<file path="config.mk">
export PLATFORM = sky130hd
export DESIGN_NAME = mpfcu_command_unit
export DESIGN_NICKNAME = d
export VERILOG_FILES = /design/src/mpfcu_pkg.sv /design/src/mpfcu_command_unit.sv
export VERILOG_INCLUDE_DIRS = /design/src
export SDC_FILE = /design/constraint.sdc
export NUM_CORES = 1
export LEC_CHECK = 0
export ABC_CLOCK_PERIOD_IN_PS = 3200
export BUFFER_PORTS_ARGS = -buffer_cell sky130_fd_sc_hd__buf_2
export CORE_MARGIN = 5
export CORE_UTILIZATION = 50
export CTS_BUF_LIST = sky130_fd_sc_hd__clkbuf_2 sky130_fd_sc_hd__clkbuf_4 sky130_fd_sc_hd__clkbuf_8
export CTS_CLUSTER_DIAMETER = 150
export DETAILED_ROUTE_END_ITERATION = 8
export PLACE_DENSITY = 0.69
export SYNTH_ARGS = -nofsm -noshare
export SYNTH_HDL_FRONTEND = slang
export SYNTH_SLANG_ARGS = --single-unit
</file>
<file path="constraint.sdc">
create_clock -name clk -period 3.2 [get_ports clk]
set_input_delay 0.64 -clock clk [delete_from_list [all_inputs] [get_ports clk]]
set_output_delay 0.64 -clock clk [all_outputs]
set_load 0.02 [all_outputs]
</file>
<file path="src/mpfcu_map.svh">
`ifndef MPFCU_MAP_SVH
`define MPFCU_MAP_SVH
// What this block does
// - Read-back parameter low byte selects command code
// - Read-back result lands in result bytes
// - Received command code echoed to echo byte
// - Top incoming byte shows isolated inputs
// - 0E firmware, 0F hardware 16-bit versions
// - 10-13 load high/low periods, channels A/B
// - Period equals 256 times high plus low
// - Period unit 100 us; cycle is high+low
// - 14/15 load burst counts for A/B
// - Zero burst runs forever, else exact cycles
// - 1F bits 0/1 enable channels A/B
// - On enable, check burst; self-disable when done
// - 20 sets per-input filter enable mask
// - Read-back of 20 returns filter mask
// - Input byte refreshed every 100 us
// - Echo updates only after successful receipt

// ****************************************
// Byte addresses
// ****************************************
`define MPFCU_ADDR_OUT_PARAM_LOW 6'h0c
`define MPFCU_ADDR_OUT_PARAM_HIGH 6'h0d
`define MPFCU_ADDR_OUT_COMMAND 6'h0e
`define MPFCU_ADDR_OUT_RESERVED 6'h0f
`define MPFCU_ADDR_IN_RESULT_LOW 6'h1c
`define MPFCU_ADDR_IN_RESULT_HIGH 6'h1d
`define MPFCU_ADDR_IN_ECHO 6'h1e
`define MPFCU_ADDR_IN_INPUT_STATE 6'h1f

// ****************************************
// Command codes
// ****************************************
`define MPFCU_CMD_READ_BACK 8'h07
`define MPFCU_CMD_FW_VERSION 8'h0e
`define MPFCU_CMD_HW_VERSION 8'h0f
`define MPFCU_CMD_A_HIGH 8'h10
`define MPFCU_CMD_A_LOW 8'h11
`define MPFCU_CMD_B_HIGH 8'h12
`define MPFCU_CMD_B_LOW 8'h13
`define MPFCU_CMD_A_BURST 8'h14
`define MPFCU_CMD_B_BURST 8'h15
`define MPFCU_CMD_PULSE_ENABLE 8'h1f
`define MPFCU_CMD_FILTER_ENABLE 8'h20

// ****************************************
// Reset values and timing
// ****************************************
`define MPFCU_RST_BYTE 8'h00
`define MPFCU_RST_WORD 16'h0000
`define MPFCU_CLK_HZ 50000000
`define MPFCU_UNIT_US 100
`define MPFCU_UNIT_CYCLES (`MPFCU_CLK_HZ / 1000000 * `MPFCU_UNIT_US)
`endif

</file>
<file path="src/mpfcu_pkg.sv">
package mpfcu_pkg;
	typedef struct packed {
		logic [15:0] high_period;
		logic [15:0] low_period;
		logic [15:0] burst;
	} mpfcu_pulse_cfg_t;

	typedef struct packed {
		logic [7:0] input_state;
		logic [7:0] echo;
		logic [7:0] result_high;
		logic [7:0] result_low;
	} mpfcu_mailbox_in_t;

	typedef enum logic {
		MPFCU_PHASE_HIGH,
		MPFCU_PHASE_LOW
	} mpfcu_phase_t;
endpackage : mpfcu_pkg

</file>
<file path="src/mpfcu_command_unit.sv">
`timescale 1ns/100ps
`include "mpfcu_map.svh"

// ****************************************
// One pulse channel
// ****************************************
module mpfcu_pulse_channel
	import mpfcu_pkg::*;
(
	input wire logic clk,
	input wire logic reset_n,
	input wire logic start,
	input wire logic stop,
	input mpfcu_pulse_cfg_t cfg,
	output logic running,
	output logic pulse_out
);
	logic run_ff, nxt_run;
	logic out_ff, nxt_out;
	logic forever_ff, nxt_forever;
	mpfcu_phase_t phase_ff, nxt_phase;
	logic [15:0] units_ff, nxt_units;
	logic [15:0] left_ff, nxt_left;
	logic [12:0] pre_ff, nxt_pre;
	logic unit_done;

	// per-channel unit prescaler
	// Restarted by each enable, so the first phase is never cut short
	assign unit_done = (pre_ff == 13'(`MPFCU_UNIT_CYCLES - 1));

	// ****************************************
	// Phase and burst counting
	// ****************************************
	always_comb begin
		nxt_run = run_ff;
		nxt_out = out_ff;
		nxt_forever = forever_ff;
		nxt_phase = phase_ff;
		nxt_units = units_ff;
		nxt_left = left_ff;
		nxt_pre = (run_ff && !unit_done) ? pre_ff + 13'h0001 : 13'h0000;
		if (start) begin
			nxt_run = 1'b1;
			nxt_pre = 13'h0000;
			nxt_forever = (cfg.burst == `MPFCU_RST_WORD);
			nxt_left = cfg.burst;
			nxt_phase = MPFCU_PHASE_HIGH;
			nxt_units = `MPFCU_RST_WORD;
			nxt_out = 1'b1;
		end else if (stop) begin
			nxt_run = 1'b0;
			nxt_out = 1'b0;
		end else if (run_ff && unit_done) begin
			// periods counted in 100 us units
			case (phase_ff)
				MPFCU_PHASE_HIGH: begin
					if (units_ff + 16'h0001 >= cfg.high_period) begin
						nxt_phase = MPFCU_PHASE_LOW;
						nxt_units = `MPFCU_RST_WORD;
						nxt_out = 1'b0;
					end else begin
						nxt_units = units_ff + 16'h0001;
					end
				end
				default: begin
					if (units_ff + 16'h0001 >= cfg.low_period) begin
						nxt_units = `MPFCU_RST_WORD;
						if (!forever_ff && left_ff <= 16'h0001) begin
							nxt_run = 1'b0;
							nxt_out = 1'b0;
						end else begin
							nxt_left = forever_ff ? left_ff : left_ff - 16'h0001;
							nxt_phase = MPFCU_PHASE_HIGH;
							nxt_out = 1'b1;
						end
					end else begin
						nxt_units = units_ff + 16'h0001;
					end
				end
			endcase
		end
	end

	always_ff @(posedge clk or negedge reset_n) begin
		if (!reset_n) begin
			run_ff <= 1'b0;
			out_ff <= 1'b0;
			forever_ff <= 1'b0;
			phase_ff <= MPFCU_PHASE_HIGH;
			units_ff <= `MPFCU_RST_WORD;
			left_ff <= `MPFCU_RST_WORD;
			pre_ff <= 13'h0000;
		end else begin
			run_ff <= nxt_run;
			out_ff <= nxt_out;
			forever_ff <= nxt_forever;
			phase_ff <= nxt_phase;
			units_ff <= nxt_units;
			left_ff <= nxt_left;
			pre_ff <= nxt_pre;
		end
	end

	assign running = run_ff;
	assign pulse_out = out_ff;
endmodule : mpfcu_pulse_channel

// ****************************************
// Mailbox command interpreter
// ****************************************
module mpfcu_command_unit
	import mpfcu_pkg::*;
#(
	parameter logic [15:0] FIRMWARE_VERSION = 16'h0100, // Arbitrary value
	parameter logic [15:0] HARDWARE_VERSION = 16'h0100 // Arbitrary value
) (
	input wire logic clk,
	input wire logic reset_n,
	input wire logic [5:0] bus_addr,
	input wire logic bus_write,
	input wire logic [7:0] bus_wdata,
	output logic [7:0] bus_rdata,
	input wire logic [7:0] isolated_input,
	output logic [7:0] filter_enable,
	output logic pulse_channel_a,
	output logic pulse_channel_b
);
	localparam int UNIT_CYCLES = `MPFCU_UNIT_CYCLES;

	logic [7:0] param_low_ff, nxt_param_low;
	logic [7:0] param_high_ff, nxt_param_high;
	logic [7:0] reserved_ff, nxt_reserved;
	mpfcu_mailbox_in_t mbox_ff, nxt_mbox;
	mpfcu_pulse_cfg_t cfg_a_ff, nxt_cfg_a;
	mpfcu_pulse_cfg_t cfg_b_ff, nxt_cfg_b;
	logic [7:0] filter_ff, nxt_filter;
	logic [12:0] tick_cnt_ff, nxt_tick_cnt;
	logic tick;
	logic cmd_wr;
	logic [7:0] cmd;
	logic [15:0] param;
	logic start_a, start_b, stop_a, stop_b;
	logic run_a, run_b;
	logic [15:0] rb_value;
	logic [7:0] rdata_ff, nxt_rdata;

	assign cmd_wr = bus_write && (bus_addr == `MPFCU_ADDR_OUT_COMMAND);
	assign cmd = bus_wdata;
	assign param = {param_high_ff, param_low_ff};
	assign tick = (tick_cnt_ff == 13'(UNIT_CYCLES - 1));

	// ****************************************
	// Read-back selection
	// ****************************************
	always_comb begin
		rb_value = {mbox_ff.result_high, mbox_ff.result_low};
		if (param_low_ff == `MPFCU_CMD_FILTER_ENABLE) begin
			rb_value = {mbox_ff.result_high, filter_ff};
		end else if (param_low_ff == `MPFCU_CMD_A_HIGH) begin
			rb_value = cfg_a_ff.high_period;
		end else if (param_low_ff == `MPFCU_CMD_A_LOW) begin
			rb_value = cfg_a_ff.low_period;
		end else if (param_low_ff == `MPFCU_CMD_B_HIGH) begin
			rb_value = cfg_b_ff.high_period;
		end else if (param_low_ff == `MPFCU_CMD_B_LOW) begin
			rb_value = cfg_b_ff.low_period;
		end else if (param_low_ff == `MPFCU_CMD_A_BURST) begin
			rb_value = cfg_a_ff.burst;
		end else if (param_low_ff == `MPFCU_CMD_B_BURST) begin
			rb_value = cfg_b_ff.burst;
		end else if (param_low_ff == `MPFCU_CMD_PULSE_ENABLE) begin
			rb_value = {mbox_ff.result_high, 6'h00, run_b, run_a};
		end else if (param_low_ff == `MPFCU_CMD_FW_VERSION) begin
			rb_value = FIRMWARE_VERSION;
		end else if (param_low_ff == `MPFCU_CMD_HW_VERSION) begin
			rb_value = HARDWARE_VERSION;
		end
	end

	// ****************************************
	// Mailbox and command execution
	// ****************************************
	always_comb begin
		nxt_param_low = param_low_ff;
		nxt_param_high = param_high_ff;
		nxt_reserved = reserved_ff;
		nxt_mbox = mbox_ff;
		nxt_cfg_a = cfg_a_ff;
		nxt_cfg_b = cfg_b_ff;
		nxt_filter = filter_ff;
		nxt_tick_cnt = tick ? 13'h0000 : tick_cnt_ff + 13'h0001;
		start_a = 1'b0;
		start_b = 1'b0;
		stop_a = 1'b0;
		stop_b = 1'b0;
		if (tick) begin
			nxt_mbox.input_state = isolated_input;
		end
		if (bus_write && bus_addr == `MPFCU_ADDR_OUT_PARAM_LOW) begin
			nxt_param_low = bus_wdata;
		end else if (bus_write && bus_addr == `MPFCU_ADDR_OUT_PARAM_HIGH) begin
			nxt_param_high = bus_wdata;
		end else if (bus_write && bus_addr == `MPFCU_ADDR_OUT_RESERVED) begin
			nxt_reserved = bus_wdata;
		end else if (cmd_wr) begin
			nxt_mbox.echo = cmd;
			case (cmd)
				`MPFCU_CMD_READ_BACK: begin
					{nxt_mbox.result_high, nxt_mbox.result_low} = rb_value;
				end
				`MPFCU_CMD_FW_VERSION: begin
					{nxt_mbox.result_high, nxt_mbox.result_low} = FIRMWARE_VERSION;
				end
				`MPFCU_CMD_HW_VERSION: begin
					{nxt_mbox.result_high, nxt_mbox.result_low} = HARDWARE_VERSION;
				end
				`MPFCU_CMD_A_HIGH: begin
					nxt_cfg_a.high_period = param;
				end
				`MPFCU_CMD_A_LOW: begin
					nxt_cfg_a.low_period = param;
				end
				`MPFCU_CMD_B_HIGH: begin
					nxt_cfg_b.high_period = param;
				end
				`MPFCU_CMD_B_LOW: begin
					nxt_cfg_b.low_period = param;
				end
				`MPFCU_CMD_A_BURST: begin
					nxt_cfg_a.burst = param;
				end
				`MPFCU_CMD_B_BURST: begin
					nxt_cfg_b.burst = param;
				end
				`MPFCU_CMD_PULSE_ENABLE: begin
					start_a = param_low_ff[0];
					stop_a = !param_low_ff[0];
					start_b = param_low_ff[1];
					stop_b = !param_low_ff[1];
				end
				`MPFCU_CMD_FILTER_ENABLE: begin
					nxt_filter = param_low_ff;
				end
				default: begin
				end
			endcase
		end
	end

	// ****************************************
	// Register update
	// ****************************************
	always_ff @(posedge clk or negedge reset_n) begin
		if (!reset_n) begin
			param_low_ff <= `MPFCU_RST_BYTE;
			param_high_ff <= `MPFCU_RST_BYTE;
			reserved_ff <= `MPFCU_RST_BYTE;
			mbox_ff <= '0;
			cfg_a_ff <= '0;
			cfg_b_ff <= '0;
			filter_ff <= `MPFCU_RST_BYTE;
			tick_cnt_ff <= 13'h0000;
		end else begin
			param_low_ff <= nxt_param_low;
			param_high_ff <= nxt_param_high;
			reserved_ff <= nxt_reserved;
			mbox_ff <= nxt_mbox;
			cfg_a_ff <= nxt_cfg_a;
			cfg_b_ff <= nxt_cfg_b;
			filter_ff <= nxt_filter;
			tick_cnt_ff <= nxt_tick_cnt;
		end
	end

	// ****************************************
	// Read path
	// ****************************************
	always_comb begin
		if (bus_addr == `MPFCU_ADDR_IN_RESULT_LOW) begin
			nxt_rdata = mbox_ff.result_low;
		end else if (bus_addr == `MPFCU_ADDR_IN_RESULT_HIGH) begin
			nxt_rdata = mbox_ff.result_high;
		end else if (bus_addr == `MPFCU_ADDR_IN_ECHO) begin
			nxt_rdata = mbox_ff.echo;
		end else if (bus_addr == `MPFCU_ADDR_IN_INPUT_STATE) begin
			nxt_rdata = mbox_ff.input_state;
		end else begin
			nxt_rdata = 8'h00;
		end
	end

	always_ff @(posedge clk or negedge reset_n) begin
		if (!reset_n) begin
			rdata_ff <= `MPFCU_RST_BYTE;
		end else begin
			rdata_ff <= nxt_rdata;
		end
	end

	// Registered read data: a byte stands one cycle after its address
	assign bus_rdata = rdata_ff;
	assign filter_enable = filter_ff;

	// ****************************************
	// Pulse channels
	// ****************************************
	mpfcu_pulse_channel u_chan_a (
		.clk(clk),
		.reset_n(reset_n),
		.start(start_a),
		.stop(stop_a),
		.cfg(cfg_a_ff),
		.running(run_a),
		.pulse_out(pulse_channel_a)
	);

	mpfcu_pulse_channel u_chan_b (
		.clk(clk),
		.reset_n(reset_n),
		.start(start_b),
		.stop(stop_b),
		.cfg(cfg_b_ff),
		.running(run_b),
		.pulse_out(pulse_channel_b)
	);
endmodule : mpfcu_command_unit

</file>
==> impl_results.md, run 1 <==
- Die Y: 183 um
- Class of the worst hold path: input pin to asynchronous set/reset pin
- Minimum clock period: 3350 ps
- Clock buffer depth: 3
- Die width: 183 um
- Core area: 0.0296 mm2
- Worst Tran Pin Value: 794 ps
- Synthesized instance count: 1413
- Slowest CP cell: or3b_2
- Post-Synth Simple-Gate Area: 0.155
- DP Area: 0.0163 mm2
- Top Ports: 43
- Total Wirelength: 40100 um
- Worst slack, placed: -290 ps
- Antenna violations before repair: 0
- R2R depth: 15
- Failing checks: negative setup slack
- Crit end category: flop
- Via density: just under 6
- Mapped Area: 0.0149 mm2
- Top sig layer: met4
- Post-synth top area cell: dfrtp_1
- Via count: 11700
- Post-Synth Adder-Cell Area: 0.0613
- Routed wire length per instance: 20.0 um
- Final Hold Fails: 0
- Synth-to-Final Area Change: 20.9%
- Period Utilization, post-route: 1.05
- Post-route setup slack: -147 ps
- DP Wirelength: 28400 um
- Register Area: 0.00678 mm2
- Final instance count without filler cells: 2000
- Relative slew slack: 0.467
- Met3 WL post-DR: 2130 um
- Crit-path cells: and3_4 -> nand3_4 -> or2_4 -> nor2b_4 -> nand2_4 -> xnor2_4 -> ha_4 -> a21oi_1 -> o21ai_2 -> buf_4 -> a211oi_4 -> o31a_1 -> a21oi_4 -> or3b_2 -> nand4_1
- GRT Util Overall: 0.235
- CTS tree: yes
- Nets@finish: 1669
- Met1 WL: 18000 um
- Critical path depth in cells: 15
- Reg clk slew, reported paths: 60 ps
- Fillers: ~2400
- Finish-stage setup viols: 32
- Main combinational cell family by area after synthesis: simple AND/OR/NAND/NOR gates
- Post-synthesis sequential area ratio: 0.455
- # rows: 63
- Status: finished, violations left
- Area of the multi-input gates: 0.00810 mm2
- Mean Syn Cell Area: ~11 um2
- Vias in the first global route: 11700
- Pwr Density: roughly 420 mW/mm2
- Maximum clock frequency: 299 MHz
- Unique masters post-synth: 81
- Sinks on Clock Net: 271
- WP data required: around 3700 ps
- Synth top area share: 0.455
- Residual DRC: 0
- Syn_nets: between 1500 and 2000
- Most frequent cells after synthesis: 271 x dfrtp_1, 133 x mux2_2, 119 x nand2_1, 116 x nor2_1, 80 x inv_1
- Delay-heaviest family, CP: simple AND/OR/NAND/NOR gates
- Post-synth ARST share: 1.00
- Worst Path Arrival: between 3000 and 4000 ps
- Synth top area cells: dfrtp_1 45%, mux2_2 10%, ha_1 6.1%, nand2_1 3.0%, nor2_1 2.9%
- Most frequent cell after synthesis: dfrtp_1
- Crit path max fanout: 5
- Max Slew Vio Count: 0
- GPL Wtd Cong: 0.890
- Antenna viol nets, final: 0
- Die area: 0.0334 mm2
- Maxcap violations: 0
- Post-placement cell count: around 1900
- CP Launch Type: flop
- Leakage: around 8.5 nW
- Synth Area in Compound Gates: 0.118
- DR pass1 iterations: 5
- Worst Skew: 23.3 ps
- First-pass GRT wire length: ~63000 um
- #FFs+latches synth: 271
- Initial DRC Count: 778
- Xor and xnor fraction of the mapped netlist area: 0.0323
- Latest clock arrival within the worst-skew pair: between 500 and 600 ps
- Worst IR drop on VDD: 0.266 mV
- Starting density of the core: 0.504
- Buf+Inv Stages, Crit Path: 1
- Diode count: 0
- Layout cell share with drive strength beyond 1: 0.315
- RSZ-0062 raised after global routing: yes
- EDFF count, synth: 0
- Ys Warns: 0
- Hold_ws: 52.1 ps
- H-tree depth: 2
- GRT overflow: 0
- CP peak stage delay: 450 ps
- Worst Path Class, Setup: flop to flop
- Inserted Clock Buffers: 48
- Largest net degree at the start of global routing: 81
- Mux contribution to synthesized area: 0.142
- PortBufs: 42
- Final std cell area, no fill: 0.0180 mm2
- Met2 WL: 18300 um
- Clock root buffer: clkbuf_8
- Ys flop type: dfrtp_1
layout by cell type, fill, tap and decap left out, types with 7 or more instances in the layout:
master and instances:
o21ai_0 46, nor2_1 110, nor3_1 22, buf_2 41
a31oi_1 12, nand4_1 24, dfrtp_1 270, clkbuf_4 13
mux2i_1 24, inv_1 80, a21o_1 24, nand3_1 39
nor4_1 17, nand2b_1 10, o21a_1 14, clkbuf_8 66
a22o_1 16, o211ai_1 10, mux4_2 16, and3_1 23
a221oi_1 8, nand2_2 7, nand2_1 112, buf_4 107
nor3b_1 8, buf_12 7, mux2_2 131, ha_1 67
xnor2_1 18, xor2_1 31, clkinv_2 8, nand3b_1 8
or3_1 7, a211oi_1 10, a21oi_1 27
routing by layer:
metal / up-vias / GRT usage
li1: 5439 / -
met1: 5829 / 0.328
met2: 317 / 0.370
met3: 104 / 0.0383
met4: 0 / 0.0883
met5: - / 0
worst paths after layout:
kind / start / endpoint / slack (ps)
max: u_chan_b.units_ff[1]$_DFFE_PN0P_ / u_chan_b.pulse_out$_DFFE_PN0P_ / -150
max reg2reg: u_chan_b.units_ff[1]$_DFFE_PN0P_ / u_chan_b.pulse_out$_DFFE_PN0P_ / -150
min in group clk: isolated_input[6] / mbox_ff[30]$_DFFE_PN0N_ / 300
max in group asynchronous: reset_n / u_chan_b.pre_ff[0]$_DFF_PN0_ / 2300
min reg2reg: u_chan_a.pre_ff[0]$_DFF_PN0_ / u_chan_a.pre_ff[0]$_DFF_PN0_ / 460
min: reset_n / u_chan_b.units_ff[7]$_DFFE_PN0P_ / 50
sequential cells by signal (all words and copies together), names as in the netlist, 13 cells and up:
name,flops
cfg_b_ff,48
u_chan_b.left_ff,16
u_chan_b.units_ff,16
tick_cnt_ff,13
u_chan_b.pre_ff,13
mbox_ff,32
u_chan_a.pre_ff,13
u_chan_a.units_ff,16
u_chan_a.left_ff,16
cfg_a_ff,48
cell type report:
class | count | area share
sequential | 271 | 0.376
tap | 390 | 0.0271
timing repair buffer | 163 | 0.0697
multi-input combinational | 1006 | 0.450
clock inverter | 10 | 0.00437
inverter | 81 | 0.0169
clock buffer | 79 | 0.0558
what timing repair did:
action,in CTS,in global routing
gates cloned,2,2
gates resized for setup,32,60
setup endpoints to repair,56,68
hold buffers,0,0
buffers inserted,11,8
pin swaps,17,30
cells by family after synthesis:
kind of cell             Yosys count
AO/OA/AOI/OAI                    247
XOR/XNOR                          55
adder cells (fa/ha/maj)           73
buffers and inverters            137
flip-flops                       271
multiplexers                     174
AND/OR/NAND/NOR                  456
power breakdown:
group	total [mW]	leakage (nW)	internal (mW)	switching [mW]
sequential	3.58	3.69	3.47	0.107
clock	3.53	0.584	2.07	1.46
combinational	0.379	4.20	0.136	0.243
total	7.48	8.48	5.67	1.81
metrics by stage:
stage / power, mW / utilization / setup TNS [ps]
after global placement: 4.00 / 0.551 / -3770
after detailed placement: 4.01 / 0.551 / -6940
after global routing: 7.76 / 0.610 / -10530
after floorplan: 3.79 / - / 0
final: 7.48 / 0.610 / -2230
after CTS: 7.55 / 0.597 / -97.4
No activity file was read; power rests on OpenSTA's default activity.
==> run 2: changes to the inputs <==
--- a/config.mk
+++ b/config.mk
@@ -7,7 +7,7 @@
 export NUM_CORES = 1
 export LEC_CHECK = 0
 export ABC_CLOCK_PERIOD_IN_PS = 3200
-export BUFFER_PORTS_ARGS = -buffer_cell sky130_fd_sc_hd__buf_2
+export BUFFER_PORTS_ARGS = -buffer_cell sky130_fd_sc_hd__buf_4
 export CORE_MARGIN = 5
 export CORE_UTILIZATION = 50
 export CTS_BUF_LIST = sky130_fd_sc_hd__clkbuf_2 sky130_fd_sc_hd__clkbuf_4 sky130_fd_sc_hd__clkbuf_8
@@ -17,3 +17,4 @@
 export SYNTH_ARGS = -nofsm -noshare
 export SYNTH_HDL_FRONTEND = slang
 export SYNTH_SLANG_ARGS = --single-unit
+export TNS_END_PERCENT = 5
==> run 2 against run 1 <==
Net effect: the flow still finishes with violations (negative setup slack); die area unchanged; maximum frequency up 1.7%; sequential power about the same; sequential share of layout area grew 0.33 points; global-route usage up 0.50 points; critical path type unchanged; largest cell class unchanged; final cell count decreased by 0.25%; critical path depth down 2.
==> impl_results.md, run 2 (synthesis gave the netlist of run 1 again) <==
- PortBufs: 42 (unchanged)
- Worst Path Class, Setup: flop to flop
- Synth-to-Final Area Change: 19.8%
- Class of the worst hold path: input pin to asynchronous set/reset pin
- GPL Wtd Cong: 0.936 (+5.2%)
- Maxcap violations: 0 (unchanged)
- Total Wirelength: 40500 um (+0.96%)
- Clock buffer depth: 3 (unchanged)
- RSZ-0062 raised after global routing: yes
- CP peak stage delay: 450 ps (about the same)
- CTS tree: yes
- Finish-stage setup viols: 27 (-16%)
- Vias in the first global route: 11800 (+1.4%)
- Residual DRC: 0 (unchanged)
- Diode count: 0 (unchanged)
- Slowest CP cell: or3b_2
- Crit-path cells: and3_4 -> nand3_4 -> or2_2 -> nand2_1 -> ha_1 -> a2111oi_1 -> nor3_1 -> buf_4 -> a211oi_4 -> o31a_1 -> a21oi_4 -> or3b_2 -> nand4_1
- Crit path max fanout: 5 (unchanged)
- Antenna violations before repair: 0 (unchanged)
- Worst Path Arrival: 3780 ps (-60 ps)
- Core area: 0.0296 mm2 (unchanged)
- CP Launch Type: flop
- Commonest non-fill, non-tap cell in the layout: dfrtp_1
- Most frequent cells in the layout: 270 x dfrtp_1, 152 x buf_4, 133 x mux2_2
- Initial DRC Count: 962 (+24%)
- Inserted Clock Buffers: 47 (-2.1%)
- Setup TNS: -1220 ps (+1010 ps)
- Delay-heaviest family, CP: simple AND/OR/NAND/NOR gates
- Top Ports: 43 (unchanged)
- Post-route setup slack: -89.9 ps (+56.7 ps)
- Starting density of the core: 0.504 (unchanged)
- Largest net degree at the start of global routing: 79 (-2.5%)
- Nets@finish: 1670 (+0.060%)
- Period Utilization, post-route: 1.03 (-0.0177)
- # rows: 63 (unchanged)
- Leakage: 8.41 nW (-0.79%)
- Maximum clock frequency: 304 MHz (+1.7%)
- Die width: 183 um (unchanged)
- Via density: 5.90 (+1.0%)
- Final Hold Fails: 0 (unchanged)
- Die area: 0.0334 mm2 (unchanged)
- Status: finished, violations left
- First-pass GRT wire length: 64500 um (+2.1%)
- Pwr Density: 415 mW/mm2 (-0.12%)
- WP data required: 3690 ps (about the same)
- GRT Util Overall: 0.240 (+0.00498)
- Reg clk slew, reported paths: 60 ps (about the same)
- Via count: 11800 (+0.76%)
- Sinks on Clock Net: 271 (unchanged)
- GRT overflow: 0 (unchanged)
- Max Slew Vio Count: 0 (unchanged)
- DR pass1 iterations: 5 (unchanged)
- Latest clock arrival within the worst-skew pair: 570 ps (about the same)
- Relative slew slack: 0.402 (-0.0644)
- Crit end category: flop
- Final instance count without filler cells: 1995 (-0.25%)
- Worst Skew: 20.8 ps (-2.49 ps)
- Buf+Inv Stages, Crit Path: 1 (unchanged)
- Clock root buffer: clkbuf_8
- Minimum clock period: 3290 ps (-56.7 ps)
- Failing checks: negative setup slack
- Worst IR drop on VDD: 0.302 mV (+14%)
- Post-placement cell count: 1893 (+0.16%)
- Layout cell share with drive strength beyond 1: 0.298 (-0.0165)
- Worst Tran Pin Value: 890 ps (+95.8 ps)
- H-tree depth: 2 (unchanged)
- DP Wirelength: 29000 um (+2.4%)
- Antenna viol nets, final: 0 (unchanged)
- Die Y: 183 um (unchanged)
- Routed wire length per instance: 20.3 um (+1.2%)
- Biggest regs: cfg_a_ff: 48 flops, cfg_b_ff: 48 flops, mbox_ff: 32 flops
[run 2: changes by cell type in the layout (fill, tap and decap cells not counted), sizes merged]
| cell | previous run | this run |
|---|---|---|
| buf | 162 | 166 |
| clkinvlp | 0 | 1 |
| bufinv | 1 | 2 |
| clkbuf | 80 | 71 |
| a21oi | 34 | 33 |
| clkinv | 9 | 8 |
[run 2: path summary, 6_finish.rpt]
path / start / endpoint / slack (ps) / cells past startpoint
min in group clk: isolated_input[5] / mbox_ff[29]$_DFFE_PN0N_ / 300 / 2
worst max register to register: u_chan_b.units_ff[0]$_DFFE_PN0P_ / u_chan_b.pulse_out$_DFFE_PN0P_ / -90 / 13
max in group asynchronous: reset_n / u_chan_b.pre_ff[10]$_DFF_PN0_ / 2330 / 2
worst min-delay path: reset_n / cfg_b_ff[33]$_DFFE_PN0P_ / 8 / 1
worst min register to register: u_chan_a.pre_ff[0]$_DFF_PN0_ / u_chan_a.pre_ff[0]$_DFF_PN0_ / 470 / 1
worst max-delay path: u_chan_b.units_ff[0]$_DFFE_PN0P_ / u_chan_b.pulse_out$_DFFE_PN0P_ / -90 / 13
[run 2: cell type report]
cell class / count / area [um2]
Fill cell: 2491 / 11700
Tap cell: 390 / 488
Multi-Input combinational cell: 1005 / 7920
Clock buffer: 71 / 915
Clock inverter: 11 / 111
Inverter: 81 / 304
Timing Repair Buffer: 166 / 1340
Sequential cell: 271 / 6780
[run 2: layer usage]
metal  vias to the layer above  GRT usage  part of all wire
li1                       5464          -                 -
met1                      5839      0.332              0.43
met2                       377      0.379              0.46
met3                        98     0.0441             0.066
met4                         0     0.0892             0.037
met5                         -          0                 0
[run 2: where the power goes]
| part | internal (mW) | switching [mW] | leakage [nW] | total (mW) |
|---|---|---|---|---|
| Clock | 1.98 | 1.45 | 0.545 | 3.44 |
| Combinational | 0.143 | 0.248 | 4.17 | 0.391 |
| Sequential | 3.47 | 0.109 | 3.69 | 3.58 |
| Total | 5.59 | 1.81 | 8.41 | 7.41 |
[run 2: worst register-to-register path: cells and delay by family (launching register included)]
kind	cells	cell delay, ps
AND/OR/NAND/NOR	7	1350
AO/OA/AOI/OAI	4	1070
flip-flops	1	380
adder cells (fa/ha/maj)	1	270
buffers and inverters	1	150
[run 2: stage by stage]
stage	worst slack [ps]	power [mW]	utilization	hold WS (ps)	area, um2
after floorplan	-16.2	3.79	-	344	14900
after global placement	-126	4.01	0.553	447	16300
after detailed placement	-297	4.02	0.553	467	16300
after CTS	-40.6	7.45	0.596	17.8	17600
after global routing	-262	7.67	0.604	40.9	17900
final	-89.9	7.41	0.604	8.38	17900
[run 2: repair_timing]
action | 4_1_cts | 5_1_grt
gates resized for setup | 37 | 35
cloned | 0 | 1
setup buffers | 10 | 10
setup endpoints to repair | 63 | 69
hold buffers | 0 | 0
pin swaps | 19 | 13
==> run 3: changes to the inputs <==
--- a/config.mk
+++ b/config.mk
@@ -6,9 +6,10 @@
 export SDC_FILE = /design/constraint.sdc
 export NUM_CORES = 1
 export LEC_CHECK = 0
+export ABC_AREA = 1
 export ABC_CLOCK_PERIOD_IN_PS = 3200
 export BUFFER_PORTS_ARGS = -buffer_cell sky130_fd_sc_hd__buf_4
-export CORE_MARGIN = 5
+export CORE_MARGIN = 2
 export CORE_UTILIZATION = 50
 export CTS_BUF_LIST = sky130_fd_sc_hd__clkbuf_2 sky130_fd_sc_hd__clkbuf_4 sky130_fd_sc_hd__clkbuf_8
 export CTS_CLUSTER_DIAMETER = 150
==> run 3 against run 2 <==
Net effect: the flow now finishes without violations; largest cell class unchanged; area after synthesis is 5.1% higher; sequential cell count unchanged; total power is 0.17% lower; sequential power shrank 2%; critical path depth increased by 7; clock power is essentially flat.
==> impl_results.md, run 3 <==
- Relative slew slack: 0.386 (-0.0158)
- H-tree depth: 2 (unchanged)
- Nets@finish: 2246 (+34%)
- Inserted Clock Buffers: 49 (+4.3%)
- Class of the worst hold path: input pin to asynchronous set/reset pin
- Synth top area cells: dfrtp_1 43%, nand2_1 14%, inv_1 6.0%, ha_1 5.8%, o21ai_0 5.4%
- Ys flop type: dfrtp_1
- Mean Syn Cell Area: 7.61 um2 (-28%)
- EDFF count, synth: 0 (unchanged)
- Clock root buffer: clkbuf_8
- GRT overflow: 0 (unchanged)
- Final Hold Fails: 0 (unchanged)
- WP data required: 3660 ps (-30 ps)
- Maxcap violations: 0 (unchanged)
- Post-synthesis sequential area ratio: 0.433 (-0.0222)
- Most frequent cells after synthesis: 577 x nand2_1, 271 x dfrtp_1, 250 x inv_1, 195 x nor2_1, 168 x o21ai_0
- Crit Reg-Reg Endpoint: u_chan_a.units_ff[6]$_DFFE_PN0P_
- Residual DRC: 0 (unchanged)
- Sinks on Clock Net: 271 (unchanged)
- Die width: 181 um (-0.90%)
- Unique masters post-synth: 48 (-41%)
- #FFs+latches synth: 271 (unchanged)
- Leakage: 8.87 nW (+5.4%)
- Reg2reg start: u_chan_a.units_ff[0]$_DFFE_PN0P_
- Diode count: 0 (unchanged)
- DP Wirelength: 32600 um (+12%)
- R2R depth: 20 (+7)
- Latest clock arrival within the worst-skew pair: 590 ps (+20 ps)
- Syn_nets: 2157 (+43%)
- Post-synth ARST share: 1.00 (unchanged)
- Clock buffer depth: 3 (unchanged)
- Most frequent cell after synthesis: nand2_1
- DP Area: 0.0165 mm2 (+0.99%)
- Pwr Density: 416 mW/mm2 (+0.24%)
- Total Wirelength: 44500 um (+10%)
- Period Utilization, post-route: 0.929 (-0.0990)
- Hold_ws: 47.3 ps (+38.9 ps)
- Worst Path Arrival: 3430 ps (-350 ps)
- Post-placement cell count: 2480 (+31%)
- Die Y: 181 um (-0.90%)
- Max Slew Vio Count: 0 (unchanged)
- Final std cell area, no fill: 0.0178 mm2 (-0.41%)
- Starting density of the core: 0.510 (+0.00531)
- Crit path max fanout: 10 (+5)
- Antenna violations before repair: 1 (+1)
- Worst Path Class, Setup: flop to flop
- Crit. Startpoint: u_chan_a.units_ff[0]$_DFFE_PN0P_
- Via count: 14200 (+20%)
- Mapped Area: 0.0157 mm2 (+5.1%)
- Top Ports: 43 (unchanged)
- # rows: 64 (+1.6%)
- Initial DRC Count: 1311 (+36%)
- Ys Warns: 0 (unchanged)
- Post-synth top area cell: dfrtp_1
- Fillers: 2811 (+13%)
- Die area: 0.0328 mm2 (-1.8%)
- Crit end category: flop
- CP Launch Type: flop
- First-pass GRT wire length: 71000 um (+10%)
- Minimum clock period: 2970 ps (-317 ps)
- Biggest regs: cfg_a_ff: 48 flops, cfg_b_ff: 48 flops, mbox_ff: 32 flops
- Synth top area share: 0.433 (-0.0222)
- CTS tree: yes
- Finished Core Util: 0.578 (-0.0257)
- Reg clk slew, reported paths: 60 ps (about the same)
- Layout cell share with drive strength beyond 1: 0.127 (-0.172)
- Maximum clock frequency: 336 MHz (+11%)
- Synthesized instance count: 2059 (+46%)
- Worst Tran Pin Value: 918 ps (+28.4 ps)
- Antenna viol nets, final: 0 (unchanged)
- GPL Wtd Cong: 0.965 (+3.1%)
- PortBufs: 42 (unchanged)
- Finish-stage setup viols: 0 (-100%)
- Status: completed
- Final instance count without filler cells: 2582 (+29%)
- Most frequent cells in the layout: 575 x nand2_1, 270 x dfrtp_1, 250 x inv_1
- Routed wire length per instance: 17.2 um (-15%)
- Setup TNS: 0 ps (+1220 ps)
- Commonest non-fill, non-tap cell in the layout: nand2_1
- Flop-to-flop setup slack: 230 ps (+320 ps)
- Largest net degree at the start of global routing: 90 (+14%)
- Synth-to-Final Area Change: 13.5%
- Worst IR drop on VDD: 0.343 mV (+13%)
- Vias in the first global route: 13600 (+15%)
- Via density: 5.48 (-7.2%)
- CP Capture Point: u_chan_a.units_ff[6]$_DFFE_PN0P_
- Worst Skew: 18.6 ps (-2.21 ps)
- GRT Util Overall: 0.272 (+0.0319)
- DR pass1 iterations: 5 (unchanged)
- Core area: 0.0307 mm2 (+4.0%)
==> run 3: layout make-up <==
| type | instances | area, um2 | share of cell area |
|---|---|---|---|
| clock buffer | 77 | 960 | 0.0540 |
| clock inverter | 12 | 87.6 | 0.00492 |
| inverter | 264 | 991 | 0.0557 |
| multi-input combinational | 1478 | 7800 | 0.439 |
| sequential | 271 | 6780 | 0.381 |
| tap | 396 | 495 | 0.0279 |
| timing repair buffer | 84 | 667 | 0.0375 |
==> run 3: kinds of logic after synthesis <==
family,count (synthesis),synth area share
AO/OA/AOI/OAI,269,0.0942
XOR/XNOR,55,0.0307
adder cells (fa/ha/maj),73,0.0583
buffers and inverters,312,0.0782
flip-flops,271,0.433
multiplexers,8,0.00575
AND/OR/NAND/NOR,1071,0.300
==> run 3: worst min-delay path by stage <==
stage                            startpoint                         endpoint  slack (ps)
6_report                            reset_n  u_chan_b.left_ff[3]$_DFFE_PN0P_          50
5_1_grt                             reset_n  u_chan_b.left_ff[3]$_DFFE_PN0P_         140
4_1_cts                             reset_n         cfg_b_ff[14]$_DFFE_PN0P_         110
3_5_place_dp   u_chan_b.pre_ff[0]$_DFF_PN0_     u_chan_b.pre_ff[0]$_DFF_PN0_         450
3_3_place_gp   u_chan_a.pre_ff[0]$_DFF_PN0_     u_chan_a.pre_ff[0]$_DFF_PN0_         440
2_1_floorplan                       reset_n           bus_rdata[0]$_DFF_PN0_         340
==> run 3: worst max-delay path, stage by stage (launching register included) <==
cell and delay (ps):
dfrtp_2 390, ha_1 190, nand2_1 80, nor2_2 140
nand2_1 90, nor2_1 90, inv_1 70, nor2_1 110
xor2_1 160, inv_1 90, ha_1 280, nand2_1 50
inv_1 60, nand3_1 90, nor3_2 260, nand2_2 130
nand4_1 150, nand2_1 90, buf_4 190, nand3_1 80
nand2_1 50
==> run 3: power by group <==
part	internal (mW)	leakage, nW	switching (mW)
registers	3.48	3.66	0.0395
clock network	1.98	0.566	1.48
logic	0.0984	4.64	0.320
==> run 3: routing by layer <==
layer,global-route usage,wire length [um],up-vias
met1,0.372,19600,6700
met5,0,13,-
met3,0.0490,3020,116
li1,-,-,6858
met4,0.0956,1440,2
met2,0.437,20500,475
==> run 3: metrics by stage <==
stage,power (mW),worst slack [ps]
4_1_cts,7.44,39.8
5_1_grt,7.66,-38.8
3_5_place_dp,3.99,-34.9
2_1_floorplan,3.74,405
6_report,7.39,227
3_3_place_gp,3.98,-3.34
==> run 3: repair_timing <==
| item | 4_1_cts | 5_1_grt |
|---|---|---|
| pin swaps | 0 | 9 |
| setup endpoints to repair | 13 | 69 |
| setup buffers | 0 | 11 |
| hold buffers | 0 | 0 |
| cloned | 0 | 2 |
| resized for setup | 1 | 27 |
| endpoints found under the hold margin | 0 | 0 |
